--- src/include/fsa_defines.vh ---
// Purpose: Shared constants for the fault supervisor and alert block.
// Assumes: Plain Verilog-2005, included by bare name.
// Notes: Bit positions index the status and fault flag vectors.
`ifndef FSA_DEFINES_VH
`define FSA_DEFINES_VH

`define FSA_ST_OV           0
`define FSA_ST_UV           1
`define FSA_ST_OC           2
`define FSA_ST_PWRBAD       3
`define FSA_ST_EN           4
`define FSA_ST_SHORT        5
`define FSA_ST_GPIN         6

`define FSA_FL_OV           0
`define FSA_FL_UV           1
`define FSA_FL_OC           2
`define FSA_FL_PWRBAD       3
`define FSA_FL_ENCHG        4
`define FSA_FL_SHORT        5
`define FSA_FL_GPIN         6
`define FSA_FL_EXT          7

`define FSA_ADDR_STATUS     2'h0
`define FSA_ADDR_FAULT      2'h1
`define FSA_ADDR_ALERT      2'h2
`define FSA_ADDR_CONTROL    2'h3

`define FSA_RST_ALERT_EN    8'h00
`define FSA_RST_CONTROL     8'h00
`define FSA_CTL_OV_RETRY    0
`define FSA_CTL_UV_RETRY    1
`define FSA_CTL_OC_RETRY    2
`define FSA_CTL_FET_ON      3
`define FSA_CTL_PB_RETRY    4
`define FSA_CTL_GPIN_MODE   5

`define FSA_BASE_DELAY_CYC  1000
`define FSA_SHORT_THRESH    10'h020

`endif

--- src/design/fsa_sync.v ---
// Purpose: Two-flop synchroniser for a vector of asynchronous levels.
// Assumes: Inputs are slow levels relative to sys_clk.
// Notes: First stage is read only by the second stage.
`timescale 1ns/1ps
`default_nettype none
module fsa_sync #(
	parameter W     = 8,
	parameter RSTV  = 0
) (
	input  wire         sys_clk,
	input  wire         sys_rst,
	input  wire [W-1:0] async_in,
	output reg  [W-1:0] sync_out
);
	reg [W-1:0] meta_r;

	always @(posedge sys_clk) begin
		if (sys_rst) begin
			meta_r   <= RSTV[W-1:0];
			sync_out <= RSTV[W-1:0];
		end else begin
			meta_r   <= async_in;
			sync_out <= meta_r;
		end
	end
endmodule // fsa_sync
`default_nettype wire

--- src/design/fsa_delay_timer.v ---
// Purpose: Counts one or four base delay periods and pulses on expiry.
// Assumes: start is a one-cycle pulse; a new start restarts the count.
// Notes: abort drops a running count without a done pulse.
`timescale 1ns/1ps
`default_nettype none
module fsa_delay_timer #(
	parameter BASE = 1000
) (
	input  wire sys_clk,
	input  wire sys_rst,
	input  wire start,
	input  wire quad,
	input  wire abort,
	output reg  busy,
	output reg  done
);
	reg [31:0] cnt_r;

	always @(posedge sys_clk) begin
		if (sys_rst) begin
			cnt_r <= 32'h0;
			busy  <= 1'b0;
			done  <= 1'b0;
		end else begin
			done <= 1'b0;
			if (start) begin
				cnt_r <= quad ? (4 * BASE) - 1 : BASE - 1;
				busy  <= 1'b1;
			end else if (abort) begin
				busy <= 1'b0;
			end else if (busy) begin
				if (cnt_r == 32'h0) begin
					busy <= 1'b0;
					done <= 1'b1;
				end else begin
					cnt_r <= cnt_r - 32'h1;
				end
			end
		end
	end
endmodule // fsa_delay_timer
`default_nettype wire

--- src/design/fsa_supervisor.v ---
// Purpose: Fault supervision, fault flags, alert output and FET-on gating.
// Assumes: sys_clk 40 MHz, synchronous active-high reset as power-on reset.
// Notes: Comparator results arrive as digital levels from the analog side.
// Functional notes
// - UV output changes only when both UV comparators agree.
// - UV condition turns FET off, sets uv status and fault, drops power good.
// - UV status clears on recovery; retry after one base delay if enabled.
// - UV present at supply lockout release logs a UV fault.
// - Sense reading at short threshold with FET off sets short flags.
// - Power good starts four-delay check; bad check input trips power-bad.
// - Power-bad status clears once off; retry when enabled or fault cleared.
// - Low external fault input sets its flag; own alert enable.
// - General input high sets gpin status and fault; no alert enable.
// - External fault inputs never touch FET control.
// - Fault flag asserts alert only when enabled; enables reset to zero.
// - Alert response address: reply own address, release alert.
// - Direct addressing by the host releases alert too.
// - After release alert stays high until a new fault edge.
// - Host writing zero to a fault bit clears it.
// - On or fet_on_ctrl falling clears all but present faults; supply lockout clears all faults.
// - UV reset level clears faults; recovery into UV band sets uv_fault.
// - Enable falling clears faults except enable change, which sets.
// - Faults with present condition cannot be cleared except by lockout or UV reset; no auto clear on retry.
// - Latched ov, uv, oc and power-bad faults hold FET off; release after one or four base delays.
// - Host clearing ov_fault allows immediate turn-on.
// - With auto-retry, present bits hold FET off, fault flags ignored.
// - On input edges set and clear fet_on_ctrl; host may write it.
// - enable_pin_state mirrors enable; change sets enable_change_fault.
// - Breaker expiry sets oc flags, FET off, oc status clears, retry 4 delays.
//
// The plain strobed port and the address map were decided locally.
`timescale 1ns/1ps
`default_nettype none
`include "fsa_defines.vh"
module fsa_supervisor #(
	parameter BASE_DELAY = `FSA_BASE_DELAY_CYC,
	parameter [6:0] OWN_ADDR = 7'h40
) (
	input  wire       sys_clk,
	input  wire       sys_rst,
	input  wire       uv_rise_input,
	input  wire       uv_fall_input,
	input  wire       uv_reset_level,
	input  wire       ov_input,
	input  wire       supply_ok,
	input  wire       on_input,
	input  wire       enable_n,
	input  wire       good_check_in,
	input  wire       second_good_pin,
	input  wire       ext_fault_in,
	input  wire       breaker_expired,
	input  wire       sense_valid,
	input  wire [9:0] sense_reading,
	input  wire       ara_request,
	input  wire       direct_addressed,
	input  wire [1:0] reg_addr,
	input  wire [7:0] reg_wdata,
	input  wire       reg_wr,
	input  wire       reg_rd,
	output reg  [7:0] reg_rdata,
	output reg        fet_on,
	output reg        power_good_out,
	output reg        alert_n,
	output reg        ara_reply_valid,
	output reg  [6:0] ara_reply_addr
);
	localparam ST_OFF   = 2'h0;
	localparam ST_WAIT  = 2'h1;
	localparam ST_ON    = 2'h2;
	localparam ST_CHECK = 2'h3;

	wire [9:0] sy;
	fsa_sync #(.W(10), .RSTV(10'h287)) u_sync (
		.sys_clk  (sys_clk),
		.sys_rst  (sys_rst),
		.async_in ({ext_fault_in, second_good_pin, good_check_in, enable_n, on_input,
			supply_ok, ov_input, uv_reset_level, uv_fall_input, uv_rise_input}),
		.sync_out (sy)
	);
	wire s_uvh = sy[0];
	wire s_uvl = sy[1];
	wire s_uvr = sy[2];
	wire s_ov  = sy[3];
	wire s_sup = sy[4];
	wire s_on  = sy[5];
	wire s_en  = sy[6];
	wire s_pgi = sy[7];
	wire s_gp  = sy[8];
	wire s_flt = sy[9];

	reg  [7:0] status_r;
	reg  [7:0] fault_r;
	reg  [7:0] alert_en_r;
	reg  [7:0] control_r;
	reg  [7:0] alerted_r;
	reg        uv_r;
	reg        on_d_r;
	reg        en_d_r;
	reg        sup_d_r;
	reg        uvr_d_r;
	reg        fon_d_r;
	reg  [1:0] state_r;
	reg  [1:0] state_nxt;
	reg        ov_clr_r;
	reg        start_quad_r;
	reg  [7:0] fault_nxt;
	reg  [7:0] status_nxt;

	wire t_busy;
	wire t_done;
	reg  t_start;
	reg  t_quad;
	reg  t_abort;

	fsa_delay_timer #(.BASE(BASE_DELAY)) u_tmr (
		.sys_clk (sys_clk),
		.sys_rst (sys_rst),
		.start   (t_start),
		.quad    (t_quad),
		.abort   (t_abort),
		.busy    (t_busy),
		.done    (t_done)
	);

	wire uv_enter = ~s_uvl & ~s_uvh;
	wire uv_leave = s_uvl & s_uvh;
	wire uv_now   = uv_enter ? 1'b1 : (uv_leave ? 1'b0 : uv_r);

	wire fet_ctl  = control_r[`FSA_CTL_FET_ON];
	wire on_fall  = on_d_r & ~s_on;
	wire on_rise  = ~on_d_r & s_on;
	wire fon_fall = fon_d_r & ~fet_ctl;
	wire en_fall  = en_d_r & ~s_en;
	wire en_chg   = en_d_r ^ s_en;
	wire sup_up   = ~sup_d_r & s_sup;
	wire uvr_up   = ~uvr_d_r & s_uvr;
	wire gp_mode  = control_r[`FSA_CTL_GPIN_MODE];
	wire wr_fault = reg_wr && (reg_addr == `FSA_ADDR_FAULT);
	wire wr_ctl   = reg_wr && (reg_addr == `FSA_ADDR_CONTROL);
	wire trip_pb  = (state_r == ST_CHECK) && t_done && s_pgi;
	wire trip_oc  = breaker_expired && fet_on;
	wire short_hit = sense_valid && !fet_on && (sense_reading >= `FSA_SHORT_THRESH);
	wire ov_clr_wr = wr_fault && !reg_wdata[`FSA_FL_OV] && fault_r[`FSA_FL_OV];

	// Permission to drive the gate, before any retry delay.
	reg permit;
	always @* begin
		permit = fet_ctl && !s_en && s_sup && !uv_now && !s_ov && !status_r[`FSA_ST_OC];
		if (status_r[`FSA_ST_PWRBAD])
			permit = 1'b0;
		if ((fault_r[`FSA_FL_OV] && !control_r[`FSA_CTL_OV_RETRY]) ||
			(fault_r[`FSA_FL_UV] && !control_r[`FSA_CTL_UV_RETRY]) ||
			(fault_r[`FSA_FL_OC] && !control_r[`FSA_CTL_OC_RETRY]) ||
			(fault_r[`FSA_FL_PWRBAD] && !control_r[`FSA_CTL_PB_RETRY]))
			permit = 1'b0;
	end

	always @* begin
		state_nxt = state_r;
		t_start   = 1'b0;
		t_quad    = 1'b0;
		t_abort   = 1'b0;
		case (state_r)
			ST_OFF: begin
				if (permit) begin
					if (ov_clr_r && !start_quad_r) begin
						state_nxt = ST_ON;
					end else begin
						state_nxt = ST_WAIT;
						t_start   = 1'b1;
						t_quad    = start_quad_r;
					end
				end
			end
			ST_WAIT: begin
				if (t_done) begin
					state_nxt = permit ? ST_ON : ST_OFF;
				end else if (!permit && !start_quad_r) begin
					state_nxt = ST_OFF;
					t_abort   = 1'b1;
				end
			end
			ST_ON: begin
				if (!permit) begin
					state_nxt = ST_OFF;
				end else begin
					state_nxt = ST_CHECK;
					t_start   = 1'b1;
					t_quad    = 1'b1;
				end
			end
			ST_CHECK: begin
				if (!permit || trip_pb || trip_oc) begin
					state_nxt = trip_oc || !permit || trip_pb ? ST_OFF : ST_CHECK;
					t_abort   = 1'b1;
				end
			end
			default: state_nxt = ST_OFF;
		endcase
	end

	always @* begin
		status_nxt = status_r;
		fault_nxt  = fault_r;
		status_nxt[`FSA_ST_OV] = s_ov;
		status_nxt[`FSA_ST_EN] = s_en;
		status_nxt[`FSA_ST_UV] = uv_now;
		status_nxt[`FSA_ST_SHORT] = short_hit ? 1'b1 :
			(sense_valid ? 1'b0 : status_r[`FSA_ST_SHORT]);
		status_nxt[`FSA_ST_GPIN] = gp_mode & s_gp;
		// power-bad status clears once FET is off
		if (status_r[`FSA_ST_PWRBAD] && !fet_on)
			status_nxt[`FSA_ST_PWRBAD] = 1'b0;
		if (status_r[`FSA_ST_OC] && !fet_on)
			status_nxt[`FSA_ST_OC] = 1'b0;
		if (wr_fault)
			fault_nxt = fault_r & reg_wdata;
		if (on_fall || fon_fall)
			fault_nxt = 8'h00;
		if (en_fall)
			fault_nxt = 8'h00;
		fault_nxt = fault_nxt | (fault_r & status_r & 8'h6F);
		if (uv_now && !uv_r)
			fault_nxt[`FSA_FL_UV] = 1'b1;
		if (sup_up && uv_now)
			fault_nxt[`FSA_FL_UV] = 1'b1;
		if (uvr_up && !s_uvh && !s_uvl)
			fault_nxt[`FSA_FL_UV] = 1'b1;
		if (s_ov && s_sup)
			fault_nxt[`FSA_FL_OV] = 1'b1;
		status_nxt[`FSA_ST_OV] = s_ov;
		if (en_chg)
			fault_nxt[`FSA_FL_ENCHG] = 1'b1;
		if (short_hit)
			fault_nxt[`FSA_FL_SHORT] = 1'b1;
		if (trip_pb) begin
			status_nxt[`FSA_ST_PWRBAD] = 1'b1;
			fault_nxt[`FSA_FL_PWRBAD]  = 1'b1;
		end
		if (trip_oc) begin
			status_nxt[`FSA_ST_OC] = 1'b1;
			fault_nxt[`FSA_FL_OC]  = 1'b1;
		end
		if (!s_flt)
			fault_nxt[`FSA_FL_EXT] = 1'b1;
		if (gp_mode && s_gp)
			fault_nxt[`FSA_FL_GPIN] = 1'b1;
		if (!s_sup || !s_uvr)
			fault_nxt = 8'h00;
		status_nxt[7] = fet_on;
	end

	wire [7:0] alert_src = fault_r & alert_en_r & 8'hBF;

	always @(posedge sys_clk) begin
		if (sys_rst) begin
			status_r        <= 8'h00;
			fault_r         <= 8'h00;
			alert_en_r      <= `FSA_RST_ALERT_EN;
			control_r       <= `FSA_RST_CONTROL;
			alerted_r       <= 8'h00;
			uv_r            <= 1'b0;
			on_d_r          <= 1'b0;
			en_d_r          <= 1'b0;
			sup_d_r         <= 1'b0;
			uvr_d_r         <= 1'b1;
			fon_d_r         <= 1'b0;
			state_r         <= ST_OFF;
			ov_clr_r        <= 1'b0;
			start_quad_r    <= 1'b0;
			fet_on          <= 1'b0;
			power_good_out  <= 1'b0;
			alert_n         <= 1'b1;
			ara_reply_valid <= 1'b0;
			ara_reply_addr  <= 7'h00;
			reg_rdata       <= 8'h00;
		end else begin
			status_r  <= status_nxt;
			fault_r   <= fault_nxt;
			uv_r      <= uv_now;
			on_d_r    <= s_on;
			en_d_r    <= s_en;
			sup_d_r   <= s_sup;
			uvr_d_r   <= s_uvr;
			fon_d_r   <= fet_ctl;
			state_r   <= state_nxt;
			fet_on    <= (state_nxt == ST_ON) || (state_nxt == ST_CHECK);
			// power good drops with UV and trips
			power_good_out <= (state_nxt == ST_CHECK) || ((state_nxt == ST_ON) && power_good_out);
			if (trip_oc)
				start_quad_r <= 1'b1;
			else if (state_r == ST_ON)
				start_quad_r <= 1'b0;
			// The ov flag is only gone one cycle after the host clear, so remember it.
			ov_clr_r <= ov_clr_wr;
			if (reg_wr && reg_addr == `FSA_ADDR_ALERT)
				alert_en_r <= reg_wdata & 8'hBF;
			if (wr_ctl)
				control_r <= reg_wdata;
			if (on_rise)
				control_r[`FSA_CTL_FET_ON] <= 1'b1;
			else if (on_fall)
				control_r[`FSA_CTL_FET_ON] <= 1'b0;
			if (!s_sup)
				control_r[`FSA_CTL_FET_ON] <= 1'b0;
			// re-arm only when a flag is cleared
			alerted_r <= alerted_r & fault_nxt;
			ara_reply_valid <= ara_request && !alert_n;
			ara_reply_addr  <= OWN_ADDR;
			if ((ara_request && !alert_n) || direct_addressed) begin
				alerted_r <= alert_src & fault_nxt;
				alert_n   <= 1'b1;
			end else begin
				alert_n <= ~|(alert_src & ~alerted_r) & alert_n | ~|(alert_src & ~alerted_r);
			end
			if (reg_rd) begin
				case (reg_addr)
					`FSA_ADDR_STATUS:  reg_rdata <= status_r;
					`FSA_ADDR_FAULT:   reg_rdata <= fault_r;
					`FSA_ADDR_ALERT:   reg_rdata <= alert_en_r;
					`FSA_ADDR_CONTROL: reg_rdata <= control_r;
					default:           reg_rdata <= 8'h00;
				endcase
			end
		end
	end
endmodule // fsa_supervisor
`default_nettype wire

--- config.mk ---
export PLATFORM = sky130hd
export DESIGN_NAME = fsa_supervisor
export DESIGN_NICKNAME = d
export VERILOG_FILES = /design/src/design/fsa_sync.v /design/src/design/fsa_delay_timer.v /design/src/design/fsa_supervisor.v
export VERILOG_INCLUDE_DIRS = /design/src /design/src/include
export SDC_FILE = /design/constraint.sdc
export NUM_CORES = 1
export LEC_CHECK = 0
export ABC_AREA = 1
export ABC_CLOCK_PERIOD_IN_PS = 4100
export BUFFER_PORTS_ARGS = -buffer_cell sky130_fd_sc_hd__buf_2
export CORE_ASPECT_RATIO = 1.75
export CORE_UTILIZATION = 63
export DETAILED_ROUTE_END_ITERATION = 12
export PLACE_DENSITY = 0.92
export SLEW_MARGIN = 15
export SYNTH_ARGS = -nofsm -noshare
export SYNTH_HDL_FRONTEND = slang
export SYNTH_SLANG_ARGS = --single-unit
--- constraint.sdc ---
create_clock -name sys_clk -period 4.1 [get_ports sys_clk]
set_input_delay 0.615 -clock sys_clk [delete_from_list [all_inputs] [get_ports sys_clk]]
set_output_delay 0.615 -clock sys_clk [all_outputs]
set_load 0.03 [all_outputs]
After elaboration in Yosys (flattened, before gate mapping)
Cells that the tools add are included.
{"block": "totals", "register_bits": 122, "latchBits": 0, "ramBits": 0, "rom_bits": 0, "inputBits": 38, "output_inout_bits": 19, "memories": 0}
{"block": "op_classes", "n_addsub": 1, "multipliers": 0, "n_div": 0, "order_cmp": 1, "eq_ne": 10, "shifts": 0, "mux": 62, "bitwise": 30, "n_reduce_logical": 76}
{"cell": "two-way mux 32 bit", "count": 4}
{"cell": "bitwise AND 8 bit", "count": 5}
{"cell": "two-way mux 8 bit", "count": 5}
{"cell": "two-way mux 1 bit", "count": 37}
{"cell": "logical NOT 32 bit", "count": 1}
{"cell": "one-hot mux 8 bit (4 select lines)", "count": 1}
{"cell": "subtractor 32 x 1 -> 32 bit, second input constant", "count": 1}
{"cell": "logical AND 1 bit", "count": 31}
{"cell": "logical NOT 1 bit", "count": 19}
{"cell": "two-way mux 2 bit", "count": 8}
{"cell": "equality test 2 bit, second input constant", "count": 6}
{"cell": "logical OR 1 bit", "count": 12}
{"cell": "two-way mux 12 bit", "count": 1}
{"cell": "bitwise AND 1 bit", "count": 10}
{"cell": "greater-or-equal comparator 10 x 6 -> 1 bit, second input constant", "count": 1}
{"cell": "NOT 1 bit", "count": 10}
{"cell": "nonzero test 2 bit", "count": 5}
{"cell": "NOT 8 bit", "count": 1}
{"cell": "bitwise OR 8 x 7 -> 8 bit", "count": 1}
{"cell": "one-hot mux 2 bit (4 select lines)", "count": 1}
{"cell": "OR reduction 8 bit", "count": 1}
{"cell": "bitwise AND 7 bit", "count": 1}
{"cell": "two-way mux 7 bit", "count": 1}
{"cell": "one-hot mux 1 bit (2 select lines)", "count": 3}
{"cell": "other kinds (10)", "count": 14}

Logic depth before layout (Yosys ltp)
Gate-level depths: netlist (run 1).
{"block": "logic_depth", "word_depth": 18, "ltp_mapped": 13, "ltp_nobuf": 13}

By module
A second synthesis (run 1) with hierarchy kept.
{"block": "hier_totals", "hier_cells": 801, "hier_area_um2": 5545.3}
{"module": "fsa_supervisor", "instances": 1, "cells_per_inst": 377, "area_per_inst_um2": 2695.1}
{"module": "fsa_delay_timer", "instances": 1, "cells_per_inst": 362, "area_per_inst_um2": 2284.7}
{"module": "fsa_sync", "instances": 1, "cells_per_inst": 62, "area_per_inst_um2": 565.5}

Worst setup path after synthesis (run 1)
No wires, ideal clock.
{"block": "synth_timing", "kind": "reg-to-reg", "from": "reg fet_on", "to": "reg u_tmr.cnt_r[13]", "setup_ns": 0.115, "arrival_ns": 1.616, "required_time_ns": 3.985, "path_slack_ns": 2.369, "stages_incl_launch_ff": 12, "path_cell_list": "dfxtp_1 > buf_2 > nand2_1 > nor2_1 > nor2_1 > nand4_1 > nand2_2 > nand3_4 > nand2_4 > buf_6 > a21oi_1 > nor2_1"}
{"block": "synth_via", "elab_chain_len": 6}
{"element": "from (decl)", "line": "fsa_supervisor.v:61", "text": "output reg fet_on,"}
{"element": "from (signal assigned)", "line": "fsa_supervisor.v:287", "text": "fet_on <= (state_nxt == ST_ON) || (state_nxt == ST_CHECK);"}
{"element": "logical AND 1 bit", "line": "fsa_supervisor.v:141", "text": "wire trip_oc = breaker_expired && fet_on;"}
{"element": "logical OR 1 bit", "line": "fsa_supervisor.v:193", "text": "if (!permit || trip_pb || trip_oc) begin"}
{"element": "two-way mux 1 bit", "line": "fsa_supervisor.v:193"}
{"element": "one-hot mux 1 bit (2 select lines)", "line": "fsa_supervisor.v:163", "text": "case (state_r)"}
{"element": "inequality test 2 bit (no line)"}
{"element": "AND reduction 3 bit (no line)"}
{"element": "to (signal assigned)", "line": "fsa_delay_timer.v:27", "text": "cnt_r <= quad ? (4 * BASE) - 1 : BASE - 1;"}
{"element": "to (signal assigned)", "line": "fsa_delay_timer.v:36", "text": "cnt_r <= cnt_r - 32'h1;"}
{"element": "to (decl)", "line": "fsa_delay_timer.v:17", "text": "reg [31:0] cnt_r;"}
No other way between the ends.
A chain may end at the register's enable or synchronous reset.

Final worst setup path (run 1)
{"block": "layout_timing", "from": "reg fault_r[3]", "to": "reg u_tmr.cnt_r[5]"}
{"block": "layout_via", "elab_chain_len": 10, "word_cells_on_any_way": 22, "cone_classes": "eq/ne: 2; mux: 12; reduce/logical: 8"}
{"element": "from (decl)", "line": "fsa_supervisor.v:92", "text": "reg [7:0] fault_r;"}
{"element": "from (signal assigned)", "line": "fsa_supervisor.v:279", "text": "fault_r <= fault_nxt;"}
{"element": "logical AND 1 bit (*)", "line": "fsa_supervisor.v:154", "text": "(fault_r[`FSA_FL_PWRBAD] && !control_r[`FSA_CTL_PB_RETRY]))"}
{"element": "logical OR 1 bit (*)", "line": "fsa_supervisor.v:151", "text": "if ((fault_r[`FSA_FL_OV] && !control_r[`FSA_CTL_OV_RETRY]) ||"}
{"element": "two-way mux 1 bit (*)", "line": "fsa_supervisor.v:151"}
{"element": "logical NOT 1 bit", "line": "fsa_supervisor.v:178, fsa_supervisor.v:193"}
{"element": "logical AND 1 bit / logical OR 1 bit (equally long branches)", "line": "fsa_supervisor.v:178, fsa_supervisor.v:193"}
{"element": "two-way mux 1 bit / logical OR 1 bit (equally long branches)", "line": "fsa_supervisor.v:178, fsa_supervisor.v:193"}
{"element": "two-way mux 1 bit, on equally long branches", "line": "fsa_supervisor.v:176, fsa_supervisor.v:193"}
{"element": "one-hot mux 1 bit (2 select lines)", "line": "fsa_supervisor.v:163"}
{"element": "inequality test 2 bit (no line)"}
{"element": "AND reduction 3 bit (no line)"}
Mark *: on every way between the ends. The rest lies on a longest branch, timed or not.

==> summary.txt, run 1 <==
STA
  • Worst-margin pin slew: 1.03 ns
  • Fmax: 0.443 GHz
  • Slew Limit Headroom: 0.315
  • Hold Slack: 0.405 ns
  • Final hold viol count: 0
  • Crit share post-route: 0.550
  • Final clock skew: 0.00465 ns
  • Max-slew violations: 0
  • RSZ-0062 raised after global routing: false
  • Final setup vio count: 0
  • Minimum clock period: 2.26 ns
  • Setup TNS: 0 ns

Clock network
  • Clk pin slew, worst setup/hold paths: 0.08 ns
  • Hold buffer count at cts: 0
  • CTS tree: built
  • Root Driver: clkbuf_16
  • Total CTS buffers: 9
  • Clk buf depth: 2
  • Post-cts resize count: 0
  • Setup bufs post-CTS: 0
  • H-tree level count: 3
  • Sink Count: 112
  • Clk Latency, worst-skew pair: 0.35 ns

Route
  • DR pass1 iterations: 6
  • Vias after detailed routing: 5,364
  • DRC errors left: 0
  • Via density: 5.78
  • Post-route ant nets: 0
  • Final wirelength: 14.3 mm
  • WL per Instance: 15.4 um
  • Detailed Route Iter0 Violations: 397

Synthesis
  • Avg Cell Area, Syn: 6.97 um^2
  • Synth Register Bits: 112
  • Synth warn: 0
  • Sequential area share after synthesis: 0.416
  • Netlist cell types: 40
  • Mapped cell area: 5390 um^2
  • Number of cells produced by synthesis: 773

Finish
  • Final net count: 850
  • Share of cells above drive strength 1: 0.117
  • Post-route cell area: 5940 um^2
  • Fill cell total of the finished layout: 699
  • N_diodes: 0
  • Area grow syn2layout: 10.2%
  • Most common cell after layout, fill and taps aside: nor2_1
  • Most frequent cells in the layout: 144 x nor2_1, 129 x nand2_1, 112 x dfxtp_1, 92 x inv_1, 69 x nand3_1

GRT
  • Pin count of the biggest net entering global routing: 69
  • Number of global-route vias before repair: 5,255
  • First-pass GRT wire length: 23.3 mm
  • GR Overflow Total: 0
  • Total GRT Usage: 0.337
  • Initial antenna violation count: 0

Worst setup path
  • Critical Setup Path Class: reg2reg
  • Worst path required time: 4.35 ns
  • Origin of the critical flop-to-flop path: fault_r[3]$_SDFF_PP0_
  • CP startpoint: fault_r[3]$_SDFF_PP0_
  • Critical Path Sink Type: register
  • Setup crit start kind: register
  • Crit path DAT: 2.50 ns
  • Worst-path maximum fanout: 22

Floorplan
  • Die area: 8940 um^2
  • Chip height: 124 um
  • Core box area: 8310 um^2
  • Initial Util: 0.648
  • I/O Pins: 57
  • Die Span X: 71.9 um
  • Row count: 44

Pwr
  • Max VDD drop: 324 uV
  • PwrDens: 361 nW/um^2
  • Total power: 2.14 mW
  • Pleak: 2.79 nW

Hold path
  • Min-delay src: u_sync.meta_r[6]$_SDFF_PP0_
  • Worst hold path type: reg2reg

Placement
  • IO Port Bufs: 45
  • DP HPWL: 10.4 mm
  • DP Area: 5630 um^2
  • GP Congestion: 0.972

Run
  • Max Cap Violations: 0

Run status
  • Status: finished clean
registers in the layout, summed over array words and instances, names as in the netlist, 7 cells and up:
| name | flops |
|---|---|
| u_tmr.cnt_r | 32 |
| u_sync.meta_r | 10 |
| u_sync.sync_out | 10 |
| control_r | 8 |
| fault_r | 8 |
| reg_rdata | 8 |
| status_r | 8 |
| alert_en_r | 7 |
| alerted_r | 7 |
where the power goes:
group          total, mW  leakage (nW)  internal [mW]  switching [mW]
Combinational      0.132          1.73         0.0397          0.0921
Clock              0.887         0.150          0.437           0.449
Sequential          1.12         0.911           1.11          0.0138
synth_stat cells:
cell | number | area, um^2
buf_1 | 1 | 3.75
xor2_1 | 8 | 70.1
a31oi_1 | 2 | 12.5
o22ai_1 | 9 | 56.3
or2_2 | 12 | 75.1
inv_4 | 1 | 6.26
nor4_1 | 4 | 25.0
xnor2_1 | 11 | 96.3
o31ai_1 | 1 | 7.51
ha_1 | 4 | 50.1
conb_1 | 1 | 3.75
nor3_1 | 6 | 30.0
a211oi_1 | 5 | 37.5
nand2_4 | 1 | 11.3
nand3_1 | 69 | 345
nor3b_1 | 3 | 22.5
a21boi_0 | 1 | 7.51
nand4_1 | 13 | 81.3
nor2_4 | 2 | 22.5
o21ai_0 | 31 | 155
a221oi_1 | 2 | 17.5
inv_1 | 92 | 345
dfxtp_1 | 112 | 2240
o221ai_1 | 1 | 8.76
buf_6 | 3 | 33.8
o211ai_1 | 11 | 82.6
buf_4 | 8 | 60.1
nand3_4 | 1 | 17.5
a21oi_1 | 37 | 185
clkbuf_1 | 14 | 52.6
a41oi_1 | 1 | 8.76
inv_2 | 2 | 7.51
buf_2 | 2 | 10.0
nand3_2 | 2 | 20.0
nand3b_1 | 2 | 15.0
nor2_1 | 144 | 541
nand2_1 | 129 | 484
nor2_2 | 7 | 43.8
nand2_2 | 4 | 25.0
o21ai_1 | 14 | 70.1
per-stage QoR:
stage | cells | util | setup slack (ns)
floorplan | 778 | - | 2.37
detailed placement | 912 | 0.678 | 1.71
finish | 928 | 0.714 | 1.84
global route | 928 | 0.714 | 1.63
global placement | 912 | 0.678 | 1.77
CTS | 928 | 0.714 | 1.86
critical path, cell delays in order (launching register included):
cell	delay, ns
dfxtp_1	0.38
nand2_1	0.16
nand2_1	0.07
nor2_1	0.17
nand3_2	0.13
nor2_1	0.20
nand2_2	0.35
nand2_4	0.33
inv_1	0.16
nor2_1	0.14
nor2_1	0.05
routing by layer:
metal,vias up,part of all wire,GRT usage
met5,-,0,0
met4,0,0.082,0.276
li1,2567,-,-
met2,258,0.53,0.598
met1,2445,0.34,0.331
met3,94,0.052,0.0526
layout make-up:
class | count | area [um^2] | area share
multi-input combinational | 543 | 2650 | 0.446
sequential | 112 | 2240 | 0.378
inverter | 95 | 359 | 0.0605
timing repair buffer | 47 | 240 | 0.0404
clock buffer | 9 | 225 | 0.0379
tap | 115 | 144 | 0.0242
clock inverter | 7 | 81.3 | 0.0137
kinds of logic (layout without fill, tap and decap cells):
| family | count (synthesis) | in the layout | synth area share |
|---|---|---|---|
| flip-flops | 112 | 112 | 0.416 |
| buffers and inverters | 123 | 158 | 0.0963 |
| AND/OR/NAND/NOR | 399 | 399 | 0.326 |
| other | 1 | 6 | 0.000696 |
| adder cells (fa/ha/maj) | 4 | 4 | 0.00929 |
| XOR/XNOR | 19 | 19 | 0.0309 |
| AO/OA/AOI/OAI | 115 | 115 | 0.120 |
worst paths after layout:
check | end | cells after the start | slack (ns)
worst max-delay path | u_tmr.cnt_r[5]$_SDFFE_PP0P_ | 10 | 1.84
worst min-delay path | u_sync.sync_out[6]$_SDFF_PP0_ | 2 | 0.40
worst max register to register | u_tmr.cnt_r[5]$_SDFFE_PP0P_ | 10 | 1.84
worst min register to register | u_sync.sync_out[6]$_SDFF_PP0_ | 2 | 0.40
Note: power is estimated with default switching activity, not from simulation.
==> run 2: changes to the inputs <==
Settings changed: ABC_AREA 1 to 0, ABC_CLOCK_PERIOD_IN_PS 4100 to 2200, CORE_UTILIZATION 63 to 58, PLACE_DENSITY 0.92 to 0.86.
Clock period 4.1 ns to 2.2 ns, I/O delays scaled along.
==> summary.txt, run 2 <==
Run status
  • Status: complete, but fails checks
  • Failing checks: negative setup slack

Synthesis
  • Synth Flop Type: dfxtp_1
  • Synth top area share: 0.450
  • Synth top cells by count: 112 x dfxtp_1, 49 x nand2_1, 44 x nor2_1
  • Synth Register Bits: 112
  • Number of cells produced by synthesis: 556
  • Sequential area share after synthesis: 0.450
  • Synth area leaders: dfxtp_1 45%, a21oi_1 4.3%, or4_1 3.8%, nand2_1 3.7%, mux2i_1 3.4%
  • FFs w/ async S/R, synth: 0
  • Netlist cell types: 60
  • Post-synth EDFFs: 0
  • Cell with the most instances after synthesis: dfxtp_1
  • Synth warn: 0
  • Avg Cell Area, Syn: 8.97 um^2
  • Largest area contributor in the netlist: dfxtp_1
  • Mapped cell area: 4990 um^2

Worst setup path
  • Crit path DAT: 2.89 ns
  • Worst-path maximum fanout: 5
  • Critical Setup Path Class: reg2reg
  • Worst R2R End: u_tmr.cnt_r[5]$_SDFFE_PP0P_
  • CP max-delay cell: or4b_4
  • Worst path required time: 2.48 ns
  • Setup crit start kind: register
  • Origin of the critical flop-to-flop path: u_tmr.cnt_r[0]$_SDFFE_PP0P_
  • Critical Path Sink Type: register
  • Crit-path cells: inv_2 > ha_4 > or4b_4 > nor3_4 > buf_4 > a41o_4 > buf_6 > nor3_2 > or3b_4 > a31oi_1
  • Slowest stage delay, CP: 0.49 ns
  • CP startpoint: u_tmr.cnt_r[0]$_SDFFE_PP0P_
  • R2R cell count: 10
  • Reg2Reg Setup Slack: -0.41 ns

Placement
  • GP Congestion: 0.875
  • Cell count after placement: 764
  • DP HPWL: 9.78 mm
  • IO Port Bufs: 45
  • DP Worst Slack: -0.294 ns
  • DP Area: 5850 um^2

Floorplan
  • Die area: 8990 um^2
  • I/O Pins: 57
  • Row count: 44
  • Chip height: 125 um
  • Core box area: 8310 um^2
  • Initial Util: 0.600
  • Die Span X: 72.1 um

Finish
  • Fill cell total of the finished layout: 481
  • FF/Latch Area: 2250 um^2
  • Multi-input gate area: 2800 um^2
  • Most frequent cells in the layout: 107 x dfxtp_1, 84 x buf_4, 48 x nand2_1, 45 x buf_2, 43 x nor2_1
  • Most flops, register: u_tmr.cnt_r
  • Final core occ: 0.795
  • N_diodes: 0
  • Most common cell after layout, fill and taps aside: dfxtp_1
  • Post-route insts no fill: 804
  • Final net count: 726
  • Area grow syn2layout: 32.5%
  • Post-route cell area: 6610 um^2
  • Share of cells above drive strength 1: 0.347
  • Max FFs per register: 32
  • Registers with the most flip-flops: u_tmr.cnt_r: 32 flops, u_sync.meta_r: 10 flops, u_sync.sync_out: 10 flops

GRT
  • GR Overflow Total: 0
  • First-pass GRT wire length: 25.6 mm
  • Total GRT Usage: 0.372
  • Initial antenna violation count: 0
  • Number of global-route vias before repair: 5,372
  • Pin count of the biggest net entering global routing: 29

Route
  • Via density: 6.54
  • Final wirelength: 16.4 mm
  • Vias after detailed routing: 5,257
  • WL per Instance: 20.4 um
  • DRC errors left: 0
  • Detailed Route Iter0 Violations: 609
  • DR pass1 iterations: 5
  • Post-route ant nets: 0

STA
  • Max-slew violations: 0
  • Slew Limit Headroom: 0.594
  • Final hold viol count: 0
  • Minimum clock period: 2.61 ns
  • Hold Slack: 0.158 ns
  • Worst setup margin: -0.407 ns
  • Worst-margin pin slew: 0.609 ns
  • Crit share post-route: 1.18
  • Final setup vio count: 33
  • Setup TNS: -9.59 ns
  • Fmax: 0.384 GHz
  • RSZ-0062 raised after global routing: true
  • Final clock skew: 0.00791 ns

Pwr
  • Pint: 3.17 mW
  • Comb pwr share: 0.060
  • Sequential group share of total power: 0.507
  • PwrDens: 620 nW/um^2
  • Max VDD drop: 397 uV
  • Total power: 4.10 mW
  • Switch share: 0.228
  • Clock power share: 0.432
  • Psw: 0.934 mW
  • Pleak: 2.81 nW

Hold path
  • Worst Hold Path EP: u_sync.meta_r[0]$_SDFF_PP1_
  • Hold path cells: 2
  • Min-delay src: uv_rise_input
  • Worst hold path type: in2reg

Clock network
  • CTS tree: built
  • Total CTS buffers: 9
  • Clk buf depth: 2
  • Clk Latency, worst-skew pair: 0.36 ns
  • Sink Count: 112
  • H-tree level count: 3
  • Root Driver: clkbuf_16
  • Clk pin slew, worst setup/hold paths: 0.07 ns

Run
  • Max Cap Violations: 0
## run 2: layer usage
metal / track usage / vias up / wire, um
met5: 0 / - / 0
met4: 0.264 / 0 / 1220
met3: 0.0947 / 133 / 1190
met2: 0.645 / 377 / 8580
met1: 0.373 / 2470 / 5370
li1: - / 2277 / -
## run 2: kinds of logic after synthesis
| logic type | after synthesis | share of synthesized area |
|---|---|---|
| muxes | 26 | 0.0703 |
| AOI/OAI and AO/OA | 130 | 0.163 |
| buffers and inverters | 51 | 0.0454 |
| and+or+nand+nor | 231 | 0.259 |
| xor gates and xnor gates | 1 | 0.00176 |
| adders and majority gates | 4 | 0.0100 |
| other | 1 | 0.000752 |
| DFF | 112 | 0.450 |
## run 2: worst max path at each step
stage          slack, ns                            to  cells past startpoint
6_report           -0.41   u_tmr.cnt_r[5]$_SDFFE_PP0P_                     10
5_1_grt            -0.42  u_tmr.cnt_r[26]$_SDFFE_PP0P_                      8
4_1_cts            -0.27  u_tmr.cnt_r[20]$_SDFFE_PP0P_                      8
3_5_place_dp       -0.29  u_tmr.cnt_r[28]$_SDFFE_PP0P_                      8
3_3_place_gp       -0.19  u_tmr.cnt_r[20]$_SDFFE_PP0P_                      8
2_1_floorplan      -0.14  u_tmr.cnt_r[20]$_SDFFE_PP0P_                      8
## run 2: worst max-delay path, delay by kind of cell, from the launching register on
| kind | cells | cell delay, ns |
|---|---|---|
| AOI/OAI and AO/OA | 2 | 0.42 |
| adders and majority gates | 1 | 0.14 |
| DFF | 1 | 0.35 |
| and+or+nand+nor | 4 | 1.23 |
| buffers and inverters | 3 | 0.38 |
## run 2: area by class of cell
class	count	share of cell area
repair buffers	142	0.154
flip-flops and latches	112	0.341
multi-input cells	401	0.424
clock buffers	10	0.0347
clock inverters	6	0.0138
well taps	115	0.0218
inverters	18	0.0102
## run 2: power groups by stage
stage                     Clock [mW]  Combinational (mW)  Sequential [mW]
after floorplan                    0               0.136             2.13
after global placement             0               0.221             2.12
after detailed placement           0               0.229             2.12
after CTS                       1.77               0.236             2.08
after global routing            1.86               0.263             2.08
final                           1.77               0.247             2.08
## run 2: timing repair
action,4_1_cts,5_1_grt
gates cloned,3,0
buffers inserted,19,5
endpoints found under the setup margin,33,32
hold buffers,0,0
resized for setup,39,18
pin swaps,29,6
==> run 3: changes to the inputs <==
Settings changed: ABC_AREA 0 to 1, CORE_UTILIZATION 58 to 59, PLACE_DENSITY 0.86 to 0.87.
==> summary.txt, run 3 (synthesis gave the netlist of run 1 again) <==
STA
  • Minimum clock period: 1.97 ns
  • Fmax: 0.508 GHz
  • Final setup vio count: 0
  • Setup TNS: 0 ns
  • Worst setup margin: 0.233 ns
  • Final clock skew: 0.0137 ns
  • RSZ-0062 raised after global routing: false
  • Worst-margin pin slew: 0.741 ns
  • Max-slew violations: 0
  • Crit share post-route: 0.894
  • Slew Limit Headroom: 0.501
  • Final hold viol count: 0
  • Hold Slack: 0.150 ns

Hold path
  • Hold path cells: 2
  • Worst hold path type: in2reg

Route
  • Via density: 5.71
  • Detailed Route Iter0 Violations: 355
  • DR pass1 iterations: 5
  • DRC errors left: 0
  • Final wirelength: 14.7 mm
  • Post-route ant nets: 0
  • WL per Instance: 15.5 um
  • Vias after detailed routing: 5,397

Worst setup path
  • Setup crit start kind: register
  • Worst-path maximum fanout: 11
  • Crit-path cells: inv_2 > nor2_1 > nand2_1 > nor2_2 > nand3_2 > nor2_1 > nand2_2 > nand2_4 > inv_1 > nor2_1 > nor2_1
  • Critical Path Sink Type: register
  • Crit path DAT: 2.21 ns
  • Slowest stage delay, CP: 0.42 ns
  • Worst path required time: 2.45 ns
  • R2R cell count: 11
  • Critical Setup Path Class: reg2reg
  • CP max-delay cell: dfxtp_1
  • Critical Path Most Common Cell: nor2_1

Finish
  • Fill cell total of the finished layout: 776
  • Final net count: 865
  • Area grow syn2layout: 12.9%
  • Most common cell after layout, fill and taps aside: nor2_1
  • Registers with the most flip-flops: u_tmr.cnt_r: 32 flops, u_sync.meta_r: 10 flops, u_sync.sync_out: 10 flops
  • Share of cells above drive strength 1: 0.133
  • N_diodes: 0
  • Post-route insts no fill: 945
  • Most frequent cells in the layout: 144 x nor2_1, 129 x nand2_1, 112 x dfxtp_1, 92 x inv_1, 69 x nand3_1
  • Most flops, register: u_tmr.cnt_r
  • Post-route cell area: 6090 um^2
  • Final core occ: 0.693
  • Max FFs per register: 32

Pwr
  • Psw: 1.03 mW
  • Comb pwr share: 0.062
  • Switch share: 0.251
  • Pint: 3.08 mW
  • Total power: 4.11 mW
  • Clock power share: 0.429
  • PwrDens: 675 nW/um^2
  • Sequential group share of total power: 0.510
  • Pleak: 2.87 nW
  • Max VDD drop: 633 uV

Placement
  • DP Worst Slack: 0.308 ns
  • DP Area: 5750 um^2
  • Cell count after placement: 929
  • DP HPWL: 10.8 mm
  • GP Congestion: 0.974
  • IO Port Bufs: 45

Clock network
  • Post-cts resize count: 0
  • Total CTS buffers: 9
  • Clk Latency, worst-skew pair: 0.36 ns
  • Clk buf depth: 2
  • Hold buffer count at cts: 0
  • Clk pin slew, worst setup/hold paths: 0.08 ns
  • Sink Count: 112
  • Setup bufs post-CTS: 0
  • H-tree level count: 3
  • CTS tree: built
  • Root Driver: clkbuf_16

Floorplan
  • Die Span X: 74.3 um
  • Row count: 45
  • Chip height: 128 um
  • Initial Util: 0.614
  • Die area: 9540 um^2
  • Core box area: 8780 um^2
  • I/O Pins: 57

GRT
  • GR Overflow Total: 0
  • Initial antenna violation count: 0
  • Pin count of the biggest net entering global routing: 51
  • Number of global-route vias before repair: 5,252
  • Total GRT Usage: 0.326
  • First-pass GRT wire length: 23.4 mm

Run status
  • Status: finished clean

Run
  • Max Cap Violations: 0
[run 3: cell types whose count changed in the layout (fill, tap and decap cells not counted), sizes merged, moves of 23 or more]
cell,before,now
nand2,50,134
or4,26,0
nand3,11,72
inv,19,96
nor2,44,153
buf,142,62
o21ai,22,45
[run 3: power groups by stage]
stage,Combinational [mW],Sequential (mW),Clock (mW)
6_report,0.253,2.09,1.76
5_1_grt,0.277,2.10,1.86
4_1_cts,0.249,2.09,1.78
3_5_place_dp,0.247,2.14,0
3_3_place_gp,0.241,2.14,0
2_1_floorplan,0.146,2.15,0
[run 3: metal layers]
metal,routed length [um],up-vias,share of wire,track usage
li1,-,2597,-,-
met3,647,86,0.044,0.0493
met2,7800,224,0.53,0.597
met5,0,-,0,0
met4,1160,0,0.079,0.267
met1,5050,2490,0.34,0.307
[run 3: path summary, 6_finish.rpt]
path | from | end | slack (ns)
worst min-delay path | uv_reset_level | u_sync.meta_r[2]$_SDFF_PP1_ | 0.15
worst max register to register | u_sync.sync_out[4]$_SDFF_PP0_ | u_tmr.cnt_r[3]$_SDFFE_PP0P_ | 0.23
worst min register to register | u_sync.meta_r[3]$_SDFF_PP0_ | u_sync.sync_out[3]$_SDFF_PP0_ | 0.40
worst max-delay path | u_sync.sync_out[4]$_SDFF_PP0_ | u_tmr.cnt_r[3]$_SDFFE_PP0P_ | 0.23
[run 3: area by class of cell]
cell class,instances,area [um^2],area share
Clock inverter,7,113,0.0185
Clock buffer,9,225,0.0370
Tap cell,117,146,0.0241
Inverter,95,359,0.0590
Sequential cell,112,2240,0.368
Multi-Input combinational cell,543,2650,0.435
Timing Repair Buffer,62,353,0.0580
[run 3: critical path: cells and delay by family, from the launching register on]
kind | cells | cell delay, ns
AND/OR/NAND/NOR | 9 | 1.24
flip-flops | 1 | 0.42
buffers and inverters | 2 | 0.19
